## config.mk

```make
export PLATFORM = sky130hd
export DESIGN_NAME = frirs_regs
export DESIGN_NICKNAME = d
export VERILOG_FILES = /design/src/core/frirs_pkg.sv /design/src/core/frirs_regs.sv
export SDC_FILE = /design/constraint.sdc
export NUM_CORES = 1
export LEC_CHECK = 0
export BUFFER_PORTS_ARGS = -buffer_cell sky130_fd_sc_hd__buf_2
export CORE_ASPECT_RATIO = 0.75
export CORE_UTILIZATION = 44
export CTS_BUF_LIST = sky130_fd_sc_hd__clkbuf_8
export CTS_CLUSTER_DIAMETER = 50
export DETAILED_ROUTE_END_ITERATION = 6
export PLACE_DENSITY = 0.82
export SYNTH_ARGS = -nofsm -noshare
export SYNTH_HDL_FRONTEND = slang
export SYNTH_SLANG_ARGS = --single-unit
```

## constraint.sdc

```tcl
create_clock -name sys_clk_i -period 1.2 [get_ports sys_clk_i]
set_input_delay 0.24 -clock sys_clk_i [delete_from_list [all_inputs] [get_ports sys_clk_i]]
set_output_delay 0.24 -clock sys_clk_i [all_outputs]
set_load 0.1 [all_outputs]
```

## src/core/frirs_pkg.sv

```systemverilog
//-----------------------------------------------------------------------------
// Purpose : Constants and types for the floppy rate/input/status registers
// Assumes : Byte-wide register port, I/O addresses as printed
// Notes   : Shared by the register block and the bench
//-----------------------------------------------------------------------------
// Contract
// RQ1: Input status register is read only
// RQ2: Basic mode reads bits 0-6 as zero
// RQ3: Bit 7 is inverted media_changed or forced
// RQ4: Second mode bit 0 low for fast rates
// RQ5: rate_code echoed, hardware reset gives 250K code
// RQ6: Second mode bits 3-6 read one
// RQ7: Third mode bits 4-6 zero, reset image 02
// RQ8: Third mode bit 2 shows skip_write_shift
// RQ9: Third mode bit 3 shows transfer_request_enable
// RQ10: Writes set rate_code, reset value 10
// RQ11: Host writes zero to reserved rate bits
// RQ12: skip_write_shift stored, kept over software reset
// RQ13: density_select_pin high after hardware reset only
// RQ14: Status bytes delivered in result phase
// RQ15: termination_class encodes four completion kinds
// RQ16: positioning_complete set after seek or recalibrate
// RQ17: drive_fault_flag on recal or outward overstep
// RQ18: Bit 3 zero, side and unit reported
// RQ19: rate_code maps to rate and density pins
// RQ20: Shared address decoded by access direction
package frirs_pkg;

   // Register port geometry
   localparam int          ADDR_W          = 10;
   localparam logic [9:0]  ADDR_INPUT_RATE = 10'h3f7;
   localparam logic [9:0]  ADDR_STATUS0    = 10'h3f0;

   // Compatibility modes
   typedef enum logic [1:0] {
      FRIRS_MODE_BASIC  = 2'h0,
      FRIRS_MODE_SECOND = 2'h1,
      FRIRS_MODE_THIRD  = 2'h3
   } frirs_mode_t;

   // Rate codes
   localparam logic [1:0]  RATE_500K       = 2'h0;
   localparam logic [1:0]  RATE_300K       = 2'h1;
   localparam logic [1:0]  RATE_250K       = 2'h2;
   localparam logic [1:0]  RATE_1M         = 2'h3;
   localparam logic [1:0]  RATE_RESET      = RATE_250K;

   // Rate configuration field positions
   localparam int          CFG_RATE_LSB    = 0;
   localparam int          CFG_SKIP_BIT    = 2;

   // Input status layout fields
   localparam int          IN_CHG_BIT      = 7;
   localparam logic [7:0]  THIRD_RESET_IMG = 8'h02;

   // Termination classes of status byte 0
   localparam logic [1:0]  TERM_NORMAL     = 2'h0;
   localparam logic [1:0]  TERM_ABNORMAL   = 2'h1;
   localparam logic [1:0]  TERM_INVALID    = 2'h2;
   localparam logic [1:0]  TERM_POLLING    = 2'h3;

   // Recalibrate step limit before a fault
   localparam int          RECAL_STEP_MAX  = 80;

   // Density outputs (three pins: select and two drive density bits)
   typedef struct packed {
      logic       density_select;
      logic [1:0] drive_density;
   } frirs_dens_t;

   // Command completion report
   typedef struct packed {
      logic       done;
      logic [1:0] term_class;
      logic       positioning_cmd;
      logic       recal_cmd;
      logic       outward_overstep;
      logic       side_number;
      logic [1:0] unit_select;
   } frirs_done_t;

endpackage

```

## src/core/frirs_regs.sv

```systemverilog
//-----------------------------------------------------------------------------
// Purpose : Input status / rate configuration registers and status byte 0
// Assumes : One clock, synchronous reset, inputs synchronous to sys_clk_i
// Notes   : Read data valid the cycle after the read strobe only
//-----------------------------------------------------------------------------
//
// The implementer's own choice: the address-and-strobe port.
`timescale 1ns/1ps

module frirs_regs #(
   parameter int                   RECAL_STEPS = frirs_pkg::RECAL_STEP_MAX
) (
   // Clock, reset, enable
   input  wire logic               sys_clk_i,
   input  wire logic               rst_i,
   input  wire logic               clk_en_i,
   // Software reset via drive output or rate select register
   input  wire logic               soft_rst_i,
   // Register port
   input  wire logic [9:0]         addr_i,
   input  wire logic [7:0]         wdata_i,
   input  wire logic               wr_i,
   input  wire logic               rd_i,
   output logic      [7:0]         rdata_o,
   // Mode and neighbouring register bits
   input  wire frirs_pkg::frirs_mode_t mode_i,
   input  wire logic               transfer_request_enable_i,
   input  wire logic               force_chg_en_i,
   input  wire logic               force_chg_val_i,
   // Drive cable
   input  wire logic               media_changed_i,
   input  wire logic               track_zero_sense_i,
   input  wire logic               step_pulse_i,
   // Command engine report
   input  wire frirs_pkg::frirs_done_t done_i,
   // Result phase data
   output logic      [7:0]         result_status_0_o,
   output logic                    result_valid_o,
   // Drive controls
   output logic      [1:0]         rate_code_o,
   output logic                    skip_write_shift_o,
   output frirs_pkg::frirs_dens_t  dens_o
);

   //--------------------------------------------------------------------------
   // State
   //--------------------------------------------------------------------------
   logic [1:0]             rate_code_q;
   logic                   skip_q;
   logic [7:0]             rdata_q;
   logic [7:0]             status0_q;
   logic                   result_valid_q;
   logic                   dens_pin_q;
   logic [1:0]             drive_den_q;
   logic [7:0]             recal_cnt_q;
   logic                   recal_fault_q;
   logic                   low_density_indicator;
   logic                   chg_bit;
   logic [7:0]             input_image;

   // Slow rates give the low-density indication
   function automatic logic slow_rate(input logic [1:0] rc);
      return (rc == frirs_pkg::RATE_250K) || (rc == frirs_pkg::RATE_300K);
   endfunction

   // Density pin follows the rate: high for 500K and 1M
   function automatic logic dens_of(input logic [1:0] rc);
      return !slow_rate(rc);
   endfunction

   //--------------------------------------------------------------------------
   // Rate configuration register, write only at the shared address
   //--------------------------------------------------------------------------
   // Software reset leaves both fields alone, so it does not appear here
   always_ff @(posedge sys_clk_i) begin
      if (rst_i) begin
         rate_code_q <= frirs_pkg::RATE_RESET; // RQ5 RQ10
      end else if (clk_en_i && wr_i &&
                   addr_i == frirs_pkg::ADDR_INPUT_RATE) begin // RQ20
         rate_code_q <= wdata_i[frirs_pkg::CFG_RATE_LSB +: 2]; // RQ10
      end
   end

   always_ff @(posedge sys_clk_i) begin
      if (rst_i) begin
         skip_q <= 1'b0;
      end else if (clk_en_i && wr_i &&
                   addr_i == frirs_pkg::ADDR_INPUT_RATE &&
                   mode_i == frirs_pkg::FRIRS_MODE_THIRD) begin
         // Host keeps upper bits zero; they are not stored anyway
         skip_q <= wdata_i[frirs_pkg::CFG_SKIP_BIT]; // RQ12 RQ11
      end
   end

   //--------------------------------------------------------------------------
   // Input status image, three layouts
   //--------------------------------------------------------------------------
   assign low_density_indicator = slow_rate(rate_code_q); // RQ4
   assign chg_bit = force_chg_en_i ? force_chg_val_i
                                   : !media_changed_i; // RQ3

   always_comb begin
      input_image = 8'h00; // RQ2
      unique case (mode_i)
         frirs_pkg::FRIRS_MODE_BASIC: begin
            input_image = 8'h00; // RQ2
         end
         frirs_pkg::FRIRS_MODE_SECOND: begin
            input_image[6:3] = 4'hf; // RQ6
            input_image[2:1] = rate_code_q; // RQ5
            input_image[0]   = low_density_indicator; // RQ4
         end
         frirs_pkg::FRIRS_MODE_THIRD: begin
            input_image[6:4] = 3'h0; // RQ7
            input_image[3]   = transfer_request_enable_i; // RQ9
            input_image[2]   = skip_q; // RQ8
            input_image[1:0] = rate_code_q; // RQ5 RQ7
         end
         default: begin
            input_image = 8'h00;
         end
      endcase
      input_image[frirs_pkg::IN_CHG_BIT] = chg_bit; // RQ3
   end

   //--------------------------------------------------------------------------
   // Read port: writes never touch the input image
   //--------------------------------------------------------------------------
   always_ff @(posedge sys_clk_i) begin
      if (rst_i) begin
         rdata_q <= 8'h00;
      end else if (clk_en_i) begin
         if (rd_i && addr_i == frirs_pkg::ADDR_INPUT_RATE) begin
            rdata_q <= input_image; // RQ1 RQ20
         end else if (rd_i && addr_i == frirs_pkg::ADDR_STATUS0) begin
            rdata_q <= status0_q; // RQ14
         end else begin
            rdata_q <= 8'h00;
         end
      end
   end

   //--------------------------------------------------------------------------
   // Recalibrate step counter for the equipment check
   //--------------------------------------------------------------------------
   // Counts step pulses while track zero is not seen; saturates at the limit
   always_ff @(posedge sys_clk_i) begin
      if (rst_i || soft_rst_i) begin
         recal_cnt_q   <= 8'h00;
         recal_fault_q <= 1'b0;
      end else if (clk_en_i) begin
         if (done_i.done || track_zero_sense_i) begin
            recal_cnt_q   <= 8'h00;
            recal_fault_q <= 1'b0;
         end else if (step_pulse_i && !recal_fault_q) begin
            if (recal_cnt_q == 8'(RECAL_STEPS - 1)) begin
               recal_fault_q <= 1'b1; // RQ17
            end
            recal_cnt_q <= recal_cnt_q + 8'h01;
         end
      end
   end

   //--------------------------------------------------------------------------
   // Status byte 0, captured at command completion
   //--------------------------------------------------------------------------
   always_ff @(posedge sys_clk_i) begin
      if (rst_i || soft_rst_i) begin
         status0_q      <= 8'h00;
         result_valid_q <= 1'b0;
      end else if (clk_en_i) begin
         if (done_i.done) begin
            status0_q[7:6] <= done_i.term_class; // RQ15
            status0_q[5]   <= done_i.positioning_cmd; // RQ16
            status0_q[4]   <= (done_i.recal_cmd && recal_fault_q &&
                               !track_zero_sense_i) ||
                              done_i.outward_overstep; // RQ17
            status0_q[3]   <= 1'b0; // RQ18
            status0_q[2]   <= done_i.side_number; // RQ18
            status0_q[1:0] <= done_i.unit_select; // RQ18
            result_valid_q <= 1'b1; // RQ14
         end else if (rd_i && addr_i == frirs_pkg::ADDR_STATUS0) begin
            result_valid_q <= 1'b0;
         end
      end
   end

   //--------------------------------------------------------------------------
   // Density outputs
   //--------------------------------------------------------------------------
   // Only the hardware reset forces the pin; software resets leave it be
   always_ff @(posedge sys_clk_i) begin
      if (rst_i) begin
         dens_pin_q  <= 1'b1; // RQ13
         drive_den_q <= frirs_pkg::RATE_RESET;
      end else if (clk_en_i) begin
         dens_pin_q  <= dens_of(rate_code_q); // RQ19
         drive_den_q <= rate_code_q; // RQ19
      end
   end

   assign rdata_o             = rdata_q;
   assign result_status_0_o   = status0_q;
   assign result_valid_o      = result_valid_q;
   assign rate_code_o         = rate_code_q;
   assign skip_write_shift_o  = skip_q;
   // One driver for the whole struct; per-field assigns split the variable
   assign dens_o                = {dens_pin_q, drive_den_q};

endmodule

```

# Word level (Yosys, flattened, before mapping)
# Index checks and enable logic that the tools add are counted.
[word_totals] regBits=31 input_bits=41 out_inout_bits=23 wordCells=51
[classes] add_sub_neg=1 eq_ne=7 mux=11 n_reduce_logical=23
[ops] operator="8-bit 2-to-1 mux" count=4
[ops] operator="10-bit == test, second input constant" count=2
[ops] operator="7-bit case mux with 2 select lines" count=1
[ops] operator="8-bit by 1-bit adder with 8-bit output, second input constant" count=1
[ops] operator="8-bit by 7-bit == test with 1-bit output, second input constant" count=1
[ops] operator="1-bit logical AND" count=8
[ops] operator="1-bit 2-to-1 mux" count=6
[ops] operator="2-bit AND reduction" count=3
[ops] operator="2-bit nonzero test" count=3
[ops] operator="2-bit by 1-bit == test with 1-bit output, second input constant" count=2
[ops] operator="2-bit == test, second input constant" count=2
[ops] operator="1-bit zero test" count=4
[ops] operator="1-bit logical OR" count=4
[ops] operator="3-bit AND reduction" count=1

# Logic depth before layout (Yosys ltp)
# Gate-level depths: netlist of run 1.
[depth] ltp_word=4 ltp_mapped=5 depth_no_buf=5

# Worst setup path before layout of run 1
# No wires, ideal clock.
[synth_timing] path_kind="register to register" from="register rate_code_q[1] (netlist: rate_code_o[1])" to="register rdata_q[0] (netlist: rdata_o[0])" setup_time_ns=0.095 arrival_ns=1.688 required_time_ns=1.105 path_slack_ns=-0.583 path_stages_with_launch=5 n_path_buf=0 synth_period_minus_slack_ns=1.783 cell_sequence="dfxtp_1 > nand2b_1 > xnor2_1 > a21oi_1 > a221oi_1"
[synth_via] elab_chain_len=4 elab_cells_between_ends=5
[synth_rtl] element="from (decl)" line_no="frirs_regs.sv:48" rtl="logic [1:0] rate_code_q;"
[synth_rtl] element="from (signal assigned)" line_no="frirs_regs.sv:77" rtl="rate_code_q <= frirs_pkg::RATE_RESET;"
[synth_rtl] element="from (signal assigned)" line_no="frirs_regs.sv:80" rtl="rate_code_q <= wdata_i[frirs_pkg::CFG_RATE_LSB +: 2];"
[synth_rtl] element="2-bit == test / 2-bit by 1-bit == test with 1-bit output (equally long branches)" line_no="frirs_regs.sv:63" rtl="return (rc == frirs_pkg::RATE_250K) || (rc == frirs_pkg::RATE_300K);"
[synth_rtl] element="1-bit logical OR (*)" line_no="frirs_regs.sv:63"
[synth_rtl] element="7-bit case mux with 2 select lines (*)" line_no="frirs_regs.sv:104" rtl="unique case (mode_i)"
[synth_rtl] element="8-bit 2-to-1 mux (*)" line_no="frirs_regs.sv:133" rtl="if (rd_i && addr_i == frirs_pkg::ADDR_INPUT_RATE) begin"
[synth_rtl] element="to (signal assigned)" line_no="frirs_regs.sv:134" rtl="rdata_q <= input_image;"
[synth_rtl] element="to (signal assigned)" line_no="frirs_regs.sv:136" rtl="rdata_q <= status0_q;"
[synth_rtl] element="to (decl)" line_no="frirs_regs.sv:50" rtl="logic [7:0] rdata_q;"
# Mark *: on every way between the ends. The rest lies on a longest branch, timed or not.
# A chain may end at the register's enable or synchronous reset.

# Worst setup path after layout of run 1
[layout_timing] from="input addr_i[0]" to="register rdata_q[0] (netlist: rdata_o[0])"
[layout_via] elab_chain_len=4 elab_cells_between_ends=6
[layout_rtl] element="from (decl)" line_no="frirs_regs.sv:20" rtl="input wire logic [9:0] addr_i,"
[layout_rtl] element="10-bit == test" line_no="frirs_regs.sv:135" rtl="end else if (rd_i && addr_i == frirs_pkg::ADDR_STATUS0) begin"
[layout_rtl] element="1-bit logical AND" line_no="frirs_regs.sv:135"
[layout_rtl] element="8-bit 2-to-1 mux" line_no="frirs_regs.sv:135"
[layout_rtl] element="8-bit 2-to-1 mux (*)" line_no="frirs_regs.sv:133"
# Marked as above.

==> results of run 1 <==
## per-stage QoR
stage	cells	hold slack, ns	utilization [%]
floorplan	175	0.3112	-
global route	296	0.1866	83.89
detailed placement	287	0.4795	78.13
CTS	296	0.1711	82.43
finish	296	0.1758	83.89
global placement	287	0.4674	78.13
## critical path, cell delays in order
cell and delay [ns]:
buf_2 0.11, nor2_1 0.23, nor4bb_4 0.42, buf_6 0.20, nand3_1 0.08, a221oi_1 0.27
## final cells by class
cell class	count	area (sq um)	share of cell area, %
well taps	38	47.55	1.838
clock buffers	7	96.34	3.723
clock inverters	1	3.754	0.1451
multi-input cells	132	943.4	36.46
repair buffers	84	822.0	31.77
inverters	3	11.26	0.4352
flip-flops and latches	31	663.1	25.63
## registers in the layout, summed over array words and instances (netlist names)
signal	flops
rdata_o	8
dens_pin_q	1
recal_fault_q	1
result_status_0_o	7
result_valid_o	1
skip_write_shift_o	1
drive_den_q	2
recal_cnt_q	8
rate_code_o	2
## timing repair
item                       4_1_cts  5_1_grt
resized for setup                7        8
hold buffers                     0        0
buffers inserted                 1        0
pin swaps                        3        3
setup endpoints to repair        4       17
## metal layers
metal / vias up / global-route usage (%)
li1: 790 / -
met1: 800 / 32.28
met2: 143 / 46.76
met3: 39 / 10.77
met4: 0 / 17.35
met5: - / 0
## cell families after synthesis
| family | Yosys count |
|---|---|
| AND/OR/NAND/NOR | 80 |
| multiplexers | 5 |
| buffers and inverters | 12 |
| AO/OA/AOI/OAI | 38 |
| adder cells (fa/ha/maj) | 1 |
| flip-flops | 31 |
| XOR/XNOR | 7 |
| other | 1 |
## worst min path at each step
stage | slack, ns | cells past startpoint | end
global placement | 0.47 | 3 | rate_code_o[1]$_SDFFE_PP1P_
floorplan | 0.31 | 1 | rdata_o[0]$_SDFFE_PP0P_
detailed placement | 0.48 | 3 | result_status_0_o[5]$_SDFFE_PP0P_
finish | 0.18 | 3 | result_status_0_o[5]$_SDFFE_PP0P_
global route | 0.19 | 3 | rate_code_o[1]$_SDFFE_PP1P_
CTS | 0.17 | 3 | result_status_0_o[5]$_SDFFE_PP0P_
## cell usage after synthesis, types with 2 or more instances
cell type  instances
nor4_1             2
clkbuf_1           3
xor2_1             4
nor2_1            22
buf_2              2
a311oi_1           2
o2111ai_1          2
buf_4              4
nor3_1             4
inv_1              3
nand2_1           20
or2_2              3
dfxtp_1           31
xnor2_1            3
and2_1             2
nor2b_1            6
mux2i_1            4
a211oi_1           2
a221oi_1           4
o211ai_1           2
nor4_2             2
a21oi_1           19
nand4_1            2
nand3_1            5
nand2b_1           4
## report_power, final
group	internal (mW)	switching, mW	total (mW)	leakage, nW
logic	0.189	0.297	0.486	0.743
clock network	0.515	0.405	0.919	0.0557
registers	1.04	0.0222	1.06	0.263
==> key figures, run 1 <==
Outcome
  – Status: complete, but fails checks
  – Failing checks: negative setup slack

Place
  – Final HPWL DP: 3355 microns
  – Placed inst area: 0.002410 sq mm
  – Worst slack, placed: -0.2671 ns
  – IO buf count: 57
  – GPL Wtd Cong: 0.7896

Final layout
  – Area Growth Syn to Fin: 71.90%
  – Final nets: 299
  – FILL cells: 159
  – Share of cells above drive strength 1: 54.65%
  – Post-Layout Inst Area: 0.002587 sq mm
  – Commonest non-fill, non-tap cell in the layout: buf_2
  – N_diodes: 0
  – Most frequent cells in the layout: 35 x buf_2, 26 x buf_4, 22 x nor2_1, 22 x buf_12, 20 x nand2_1

Global route
  – Global route overflow: 0
  – First-pass GRT wire length: 7831 microns
  – Largest net degree at the start of global routing: 15
  – Gr usage total: 28.60%
  – Antenna violations before repair: 0
  – Vias in the first global route: 1638

Setup path
  – CP Capture Type: flip-flop
  – Worst-path maximum fanout: 8
  – R2R Setup Slk: -0.11 ns
  – Crit path launch: addr_i[0]
  – Worst flop-to-flop path startpoint: recal_fault_q$_SDFFE_PP0P_
  – R2R cell count: 4
  – CP Capture Point: rdata_o[0]$_SDFFE_PP0P_
  – Critical path required time: 1.39 ns
  – Crit Path Class: input pin to flip-flop
  – Critical Path AT: 1.55 ns
  – Crit path launch type: input pin
  – Worst reg2reg path endpoint: recal_cnt_q[0]$_SDFFE_PP0P_

CTS
  – CTS tree: built
  – Clock transition at the registers of the reported paths: 0.07 ns
  – Clock Sinks: 31
  – CTS buffer count: 5
  – H-Tree Depth: 2
  – CTS max path bufs: 2
  – Clk_lat worst skew: 0.29 ns
  – Clock Root Buffer: clkbuf_8

Route
  – WL/cell: 19.66 microns
  – Met2 wire length: 2622 microns
  – Top Metal Used: met4
  – DR pass1 iterations: 5
  – WL met1: 2307 microns
  – Vias: 1772
  – Post-detailed-route count of antenna-violating nets: 0
  – Initial DRC count: 147
  – Vias/cell: 5.986
  – Detailed-route DRC error count: 0
  – DRT Wirelength: 5820 microns
  – DR WL met3: 560 microns

Synth
  – Area contributors post-synth: dfxtp_1 41%, a21oi_1 6.3%, nor2_1 5.5%, nand2_1 5.0%, mux2i_1 2.7%
  – Largest family of logic cells by synthesized area: simple AND/OR/NAND/NOR gates
  – Unique masters post-synth: 43
  – Cell taking the most area after synthesis: dfxtp_1
  – Post-synth EDFFs: 0
  – Post-Syn Instances: 175
  – Post-synthesis xor/xnor area fraction: 4.073%
  – Sequential share of the synthesized area: 41.23%
  – Number of synthesized register bits: 31
  – Mapped Area: 0.001505 sq mm
  – Synth Area in Compound Gates: 16.87%
  – Synth Area in Simple Gates: 29.18%
  – Ys flop type: dfxtp_1
  – Yosys top cell area share: 41.23%
  – Syn nets: 217
  – Mean Syn Cell Area: 8.601 sq um
  – Post-synthesis async set-or-reset flop share: 0%
  – Adder and majority gate portion of the synthesized area: 0.8313%
  – Post-synthesis mux area share: 3.408%
  – Yosys Warn Count: 0

Timing
  – Worst Slack Setup Final: -0.1611 ns
  – Pins over their slew limit: 0
  – Fin. Hold Viols: 0
  – RSZ-0062 raised after global routing: true
  – Setup TNS Final: -0.9222 ns
  – Setup violations, final: 13
  – Final worst path period share: 113.4%
  – Worst Skew: 0.004019 ns
  – Post-layout min period: 1.361 ns
  – FMAX: 0.7347 GHz

Floorplanning
  – Placeable core region: 0.003084 sq mm
  – # IOs: 64
  – Die width: 69.54 microns
  – Initial Utilization: 48.80%
  – DIE HEIGHT: 52.65 microns
  – Die area: 0.003661 sq mm
  – Site Rows: 17

Min path
  – Min-delay worst type: input pin to flip-flop
  – Hold_sp: done_i[5]

Power and ir drop
  – Power Dens Cells: 953.0 mW/mm^2
  – Design Power: 2.466 mW
  – VDD IR-drop max: 0.7045 mV
  – Leak: 1.061 nW

Run
  – Max Cap Viol: 0
Power figures use the tool's default switching activity.
==> run 2: changes to the inputs <==
CORE_ASPECT_RATIO = default   (was 0.75)
CORE_MARGIN = 4   (was default)
==> run 2 against run 1 <==
The run still ends with negative setup slack left. Clock power is 15% lower. Hold slack better by 0.0082 ns. Utilization is 3.5 points higher. Clock skew is 0.0014 ns lower. Via count is 0.79% lower. Final area is 6.5% higher. Global-route usage is 6.4 points lower. Sequential power hardly changed. Total power is 4.6% lower. Largest power group unchanged. Highest routed layer unchanged.
==> key figures, run 2 (synthesis results as in run 1) <==
Outcome
  – Status: complete, but fails checks (unchanged)
  – Failing checks: negative setup slack (unchanged)

Place
  – Worst slack, placed: -0.3127 ns (was -0.2671 ns)
  – GPL Wtd Cong: 0.8160 (was 0.7896)
  – IO buf count: 57 (unchanged)
  – Placed cell count: 294 (was 287)
  – Final HPWL DP: 3365 microns (was 3355 microns)

Setup path
  – Worst reg2reg path endpoint: recal_cnt_q[7]$_SDFFE_PP0P_ (was recal_cnt_q[0]$_SDFFE_PP0P_)
  – Critical path's largest stage delay: 0.36 ns (was 0.42 ns)
  – Crit path launch type: flip-flop (was input pin)
  – R2R cell count: 4 (unchanged)
  – Critical Path AT: 1.50 ns (was 1.55 ns)
  – Levels on crit path: 4 (was 6)
  – Largest delay share family, worst path: simple AND/OR/NAND/NOR gates (unchanged)
  – Critical Path, Cell by Cell: and3_4 -> o2111ai_4 -> or3_4 -> a21oi_2 (was buf_2 -> nor2_1 -> nor4bb_4 -> buf_6 -> nand3_1 -> a221oi_1)
  – Worst-path maximum fanout: 3 (was 8)
  – R2R Setup Slk: -0.08 ns (was -0.11 ns)
  – CP max stage cell: dfxtp_1 (was nor4bb_4)
  – Crit path buffers/inverters: 0 (was 2)
  – Crit Path Class: flip-flop to flip-flop (was input pin to flip-flop)
  – Critical path required time: 1.42 ns (was 1.39 ns)
  – CP Capture Type: flip-flop (unchanged)
  – Worst flop-to-flop path startpoint: recal_cnt_q[2]$_SDFFE_PP0P_ (was recal_fault_q$_SDFFE_PP0P_)

Floorplanning
  – Placeable core region: 0.003153 sq mm (was 0.003084 sq mm)
  – # IOs: 64 (unchanged)
  – Initial Utilization: 47.74% (was 48.80%)
  – Site Rows: 20 (was 17)
  – Die area: 0.004421 sq mm (was 0.003661 sq mm)
  – DIE HEIGHT: 66.49 microns (was 52.65 microns)
  – Die width: 66.49 microns (was 69.54 microns)

Global route
  – Global route overflow: 0 (unchanged)
  – Vias in the first global route: 1675 (was 1638)
  – Gr usage total: 22.19% (was 28.60%)
  – Largest net degree at the start of global routing: 16 (was 15)
  – Antenna violations before repair: 0 (unchanged)
  – First-pass GRT wire length: 7507 microns (was 7831 microns)

Run
  – Max Cap Viol: 0 (unchanged)

CTS
  – H-Tree Depth: 2 (unchanged)
  – CTS tree: built (unchanged)
  – Clock Sinks: 31 (unchanged)
  – CTS max path bufs: 2 (unchanged)
  – Clock Root Buffer: clkbuf_8 (unchanged)
  – Post-CTS Hold Buffers: 0 (unchanged)
  – Clk_lat worst skew: 0.29 ns (about the same)
  – Clock transition at the registers of the reported paths: 0.07 ns (about the same)
  – CTS buffer count: 5 (unchanged)

Min path
  – Hold path cells: 3 (unchanged)
  – Min-delay worst type: input pin to flip-flop (unchanged)
  – Hold Crit Endpoint: result_status_0_o[6]$_SDFFE_PP0P_ (was result_status_0_o[5]$_SDFFE_PP0P_)
  – Hold_sp: done_i[6] (was done_i[5])

Route
  – Vias/cell: 5.689 (was 5.986)
  – DRT Wirelength: 5733 microns (was 5820 microns)
  – Detailed-route DRC error count: 0 (unchanged)
  – Post-detailed-route count of antenna-violating nets: 0 (unchanged)
  – WL/cell: 18.55 microns (was 19.66 microns)
  – DR pass1 iterations: 4 (was 5)
  – Initial DRC count: 181 (was 147)
  – Vias: 1758 (was 1772)

Final layout
  – Final Util: 87.42% (was 83.89%)
  – Final nets: 306 (was 299)
  – Most frequent cells in the layout: 32 x buf_2, 32 x buf_4, 23 x buf_12 (was 35 x buf_2, 26 x buf_4, 22 x nor2_1, 22 x buf_12, 20 x nand2_1)
  – N_diodes: 0 (unchanged)
  – Area Growth Syn to Fin: 83.13% (was 71.90%)
  – Layout Cells excl Fill: 309 (was 296)
  – Share of cells above drive strength 1: 60.00% (was 54.65%)

Timing
  – Final worst path period share: 106.4% (was 113.4%)
  – Worst Slack Setup Final: -0.07730 ns (was -0.1611 ns)
  – Pins over their slew limit: 0 (unchanged)
  – Setup violations, final: 3 (was 13)
  – Post-layout min period: 1.277 ns (was 1.361 ns)
  – FMAX: 0.7829 GHz (was 0.7347 GHz)
  – RSZ-0062 raised after global routing: true (unchanged)
  – Fin. Hold Viols: 0 (unchanged)
  – Worst Skew: 0.002583 ns (was 0.004019 ns)
  – Worst hold slack: 0.1840 ns (was 0.1758 ns)

Power and ir drop
  – Leak: 1.110 nW (was 1.061 nW)
  – Design Power: 2.351 mW (was 2.466 mW)
  – Power Dens Cells: 853.0 mW/mm^2 (was 953.0 mW/mm^2)
  – VDD IR-drop max: 0.8961 mV (was 0.7045 mV)
==> run 2: per-layer routing <==
metal  GRT usage (%)  routed length [microns]  vias to the layer above
met5               0                        0                        -
met4           9.137                      283                        0
met3           3.710                      403                       25
met2           39.16                     2829                      109
met1           26.35                     2216                      824
li1                -                        -                      800
==> run 2: cell type report <==
type / count / area (sq um)
well taps: 44 / 55.05
clock inverters: 3 / 13.76
multi-input cells: 132 / 1032
clock buffers: 5 / 68.82
repair buffers: 91 / 905.9
fillers: 152 / 396.6
flip-flops and latches: 31 / 669.4
inverters: 3 / 11.26
==> run 2: worst register-to-register path: stages (launching register included) <==
cell       delay (ns)
dfxtp_1          0.36
and3_4           0.22
o2111ai_4        0.11
or3_4            0.36
a21oi_2          0.16
==> run 2: stage by stage <==
step	cell area (sq um)	setup TNS, ns
after detailed placement	2437	-3.285
after global routing	2756	-0.4929
after CTS	2592	-0.02215
after global placement	2437	-2.843
after floorplan	1603	-0.3074
final	2756	-0.1035
==> run 2: worst max-delay path by stage <==
stage                           startpoint                     endpoint  slack (ns)
3_5_place_dp                     addr_i[7]      rdata_o[6]$_SDFFE_PP0P_       -0.31
5_1_grt        recal_cnt_q[2]$_SDFFE_PP0P_  recal_cnt_q[7]$_SDFFE_PP0P_       -0.11
2_1_floorplan                    addr_i[2]      rdata_o[1]$_SDFFE_PP0P_       -0.08
3_3_place_gp                     addr_i[7]      rdata_o[6]$_SDFFE_PP0P_       -0.27
6_report       recal_cnt_q[2]$_SDFFE_PP0P_  recal_cnt_q[7]$_SDFFE_PP0P_       -0.08
4_1_cts        recal_cnt_q[0]$_SDFFE_PP0P_  recal_cnt_q[6]$_SDFFE_PP0P_       -0.02
==> run 2: power breakdown <==
group	switching (mW)	internal [mW]	leakage, nW
sequential	0.0236	1.04	0.264
combinational	0.300	0.208	0.803
clock	0.389	0.394	0.0435
total	0.713	1.64	1.11
==> run 2: timing repair <==
action,4_1_cts,5_1_grt
gates resized for setup,13,24
pin swaps,4,17
buffers inserted,2,5
endpoints found under the setup margin,7,19
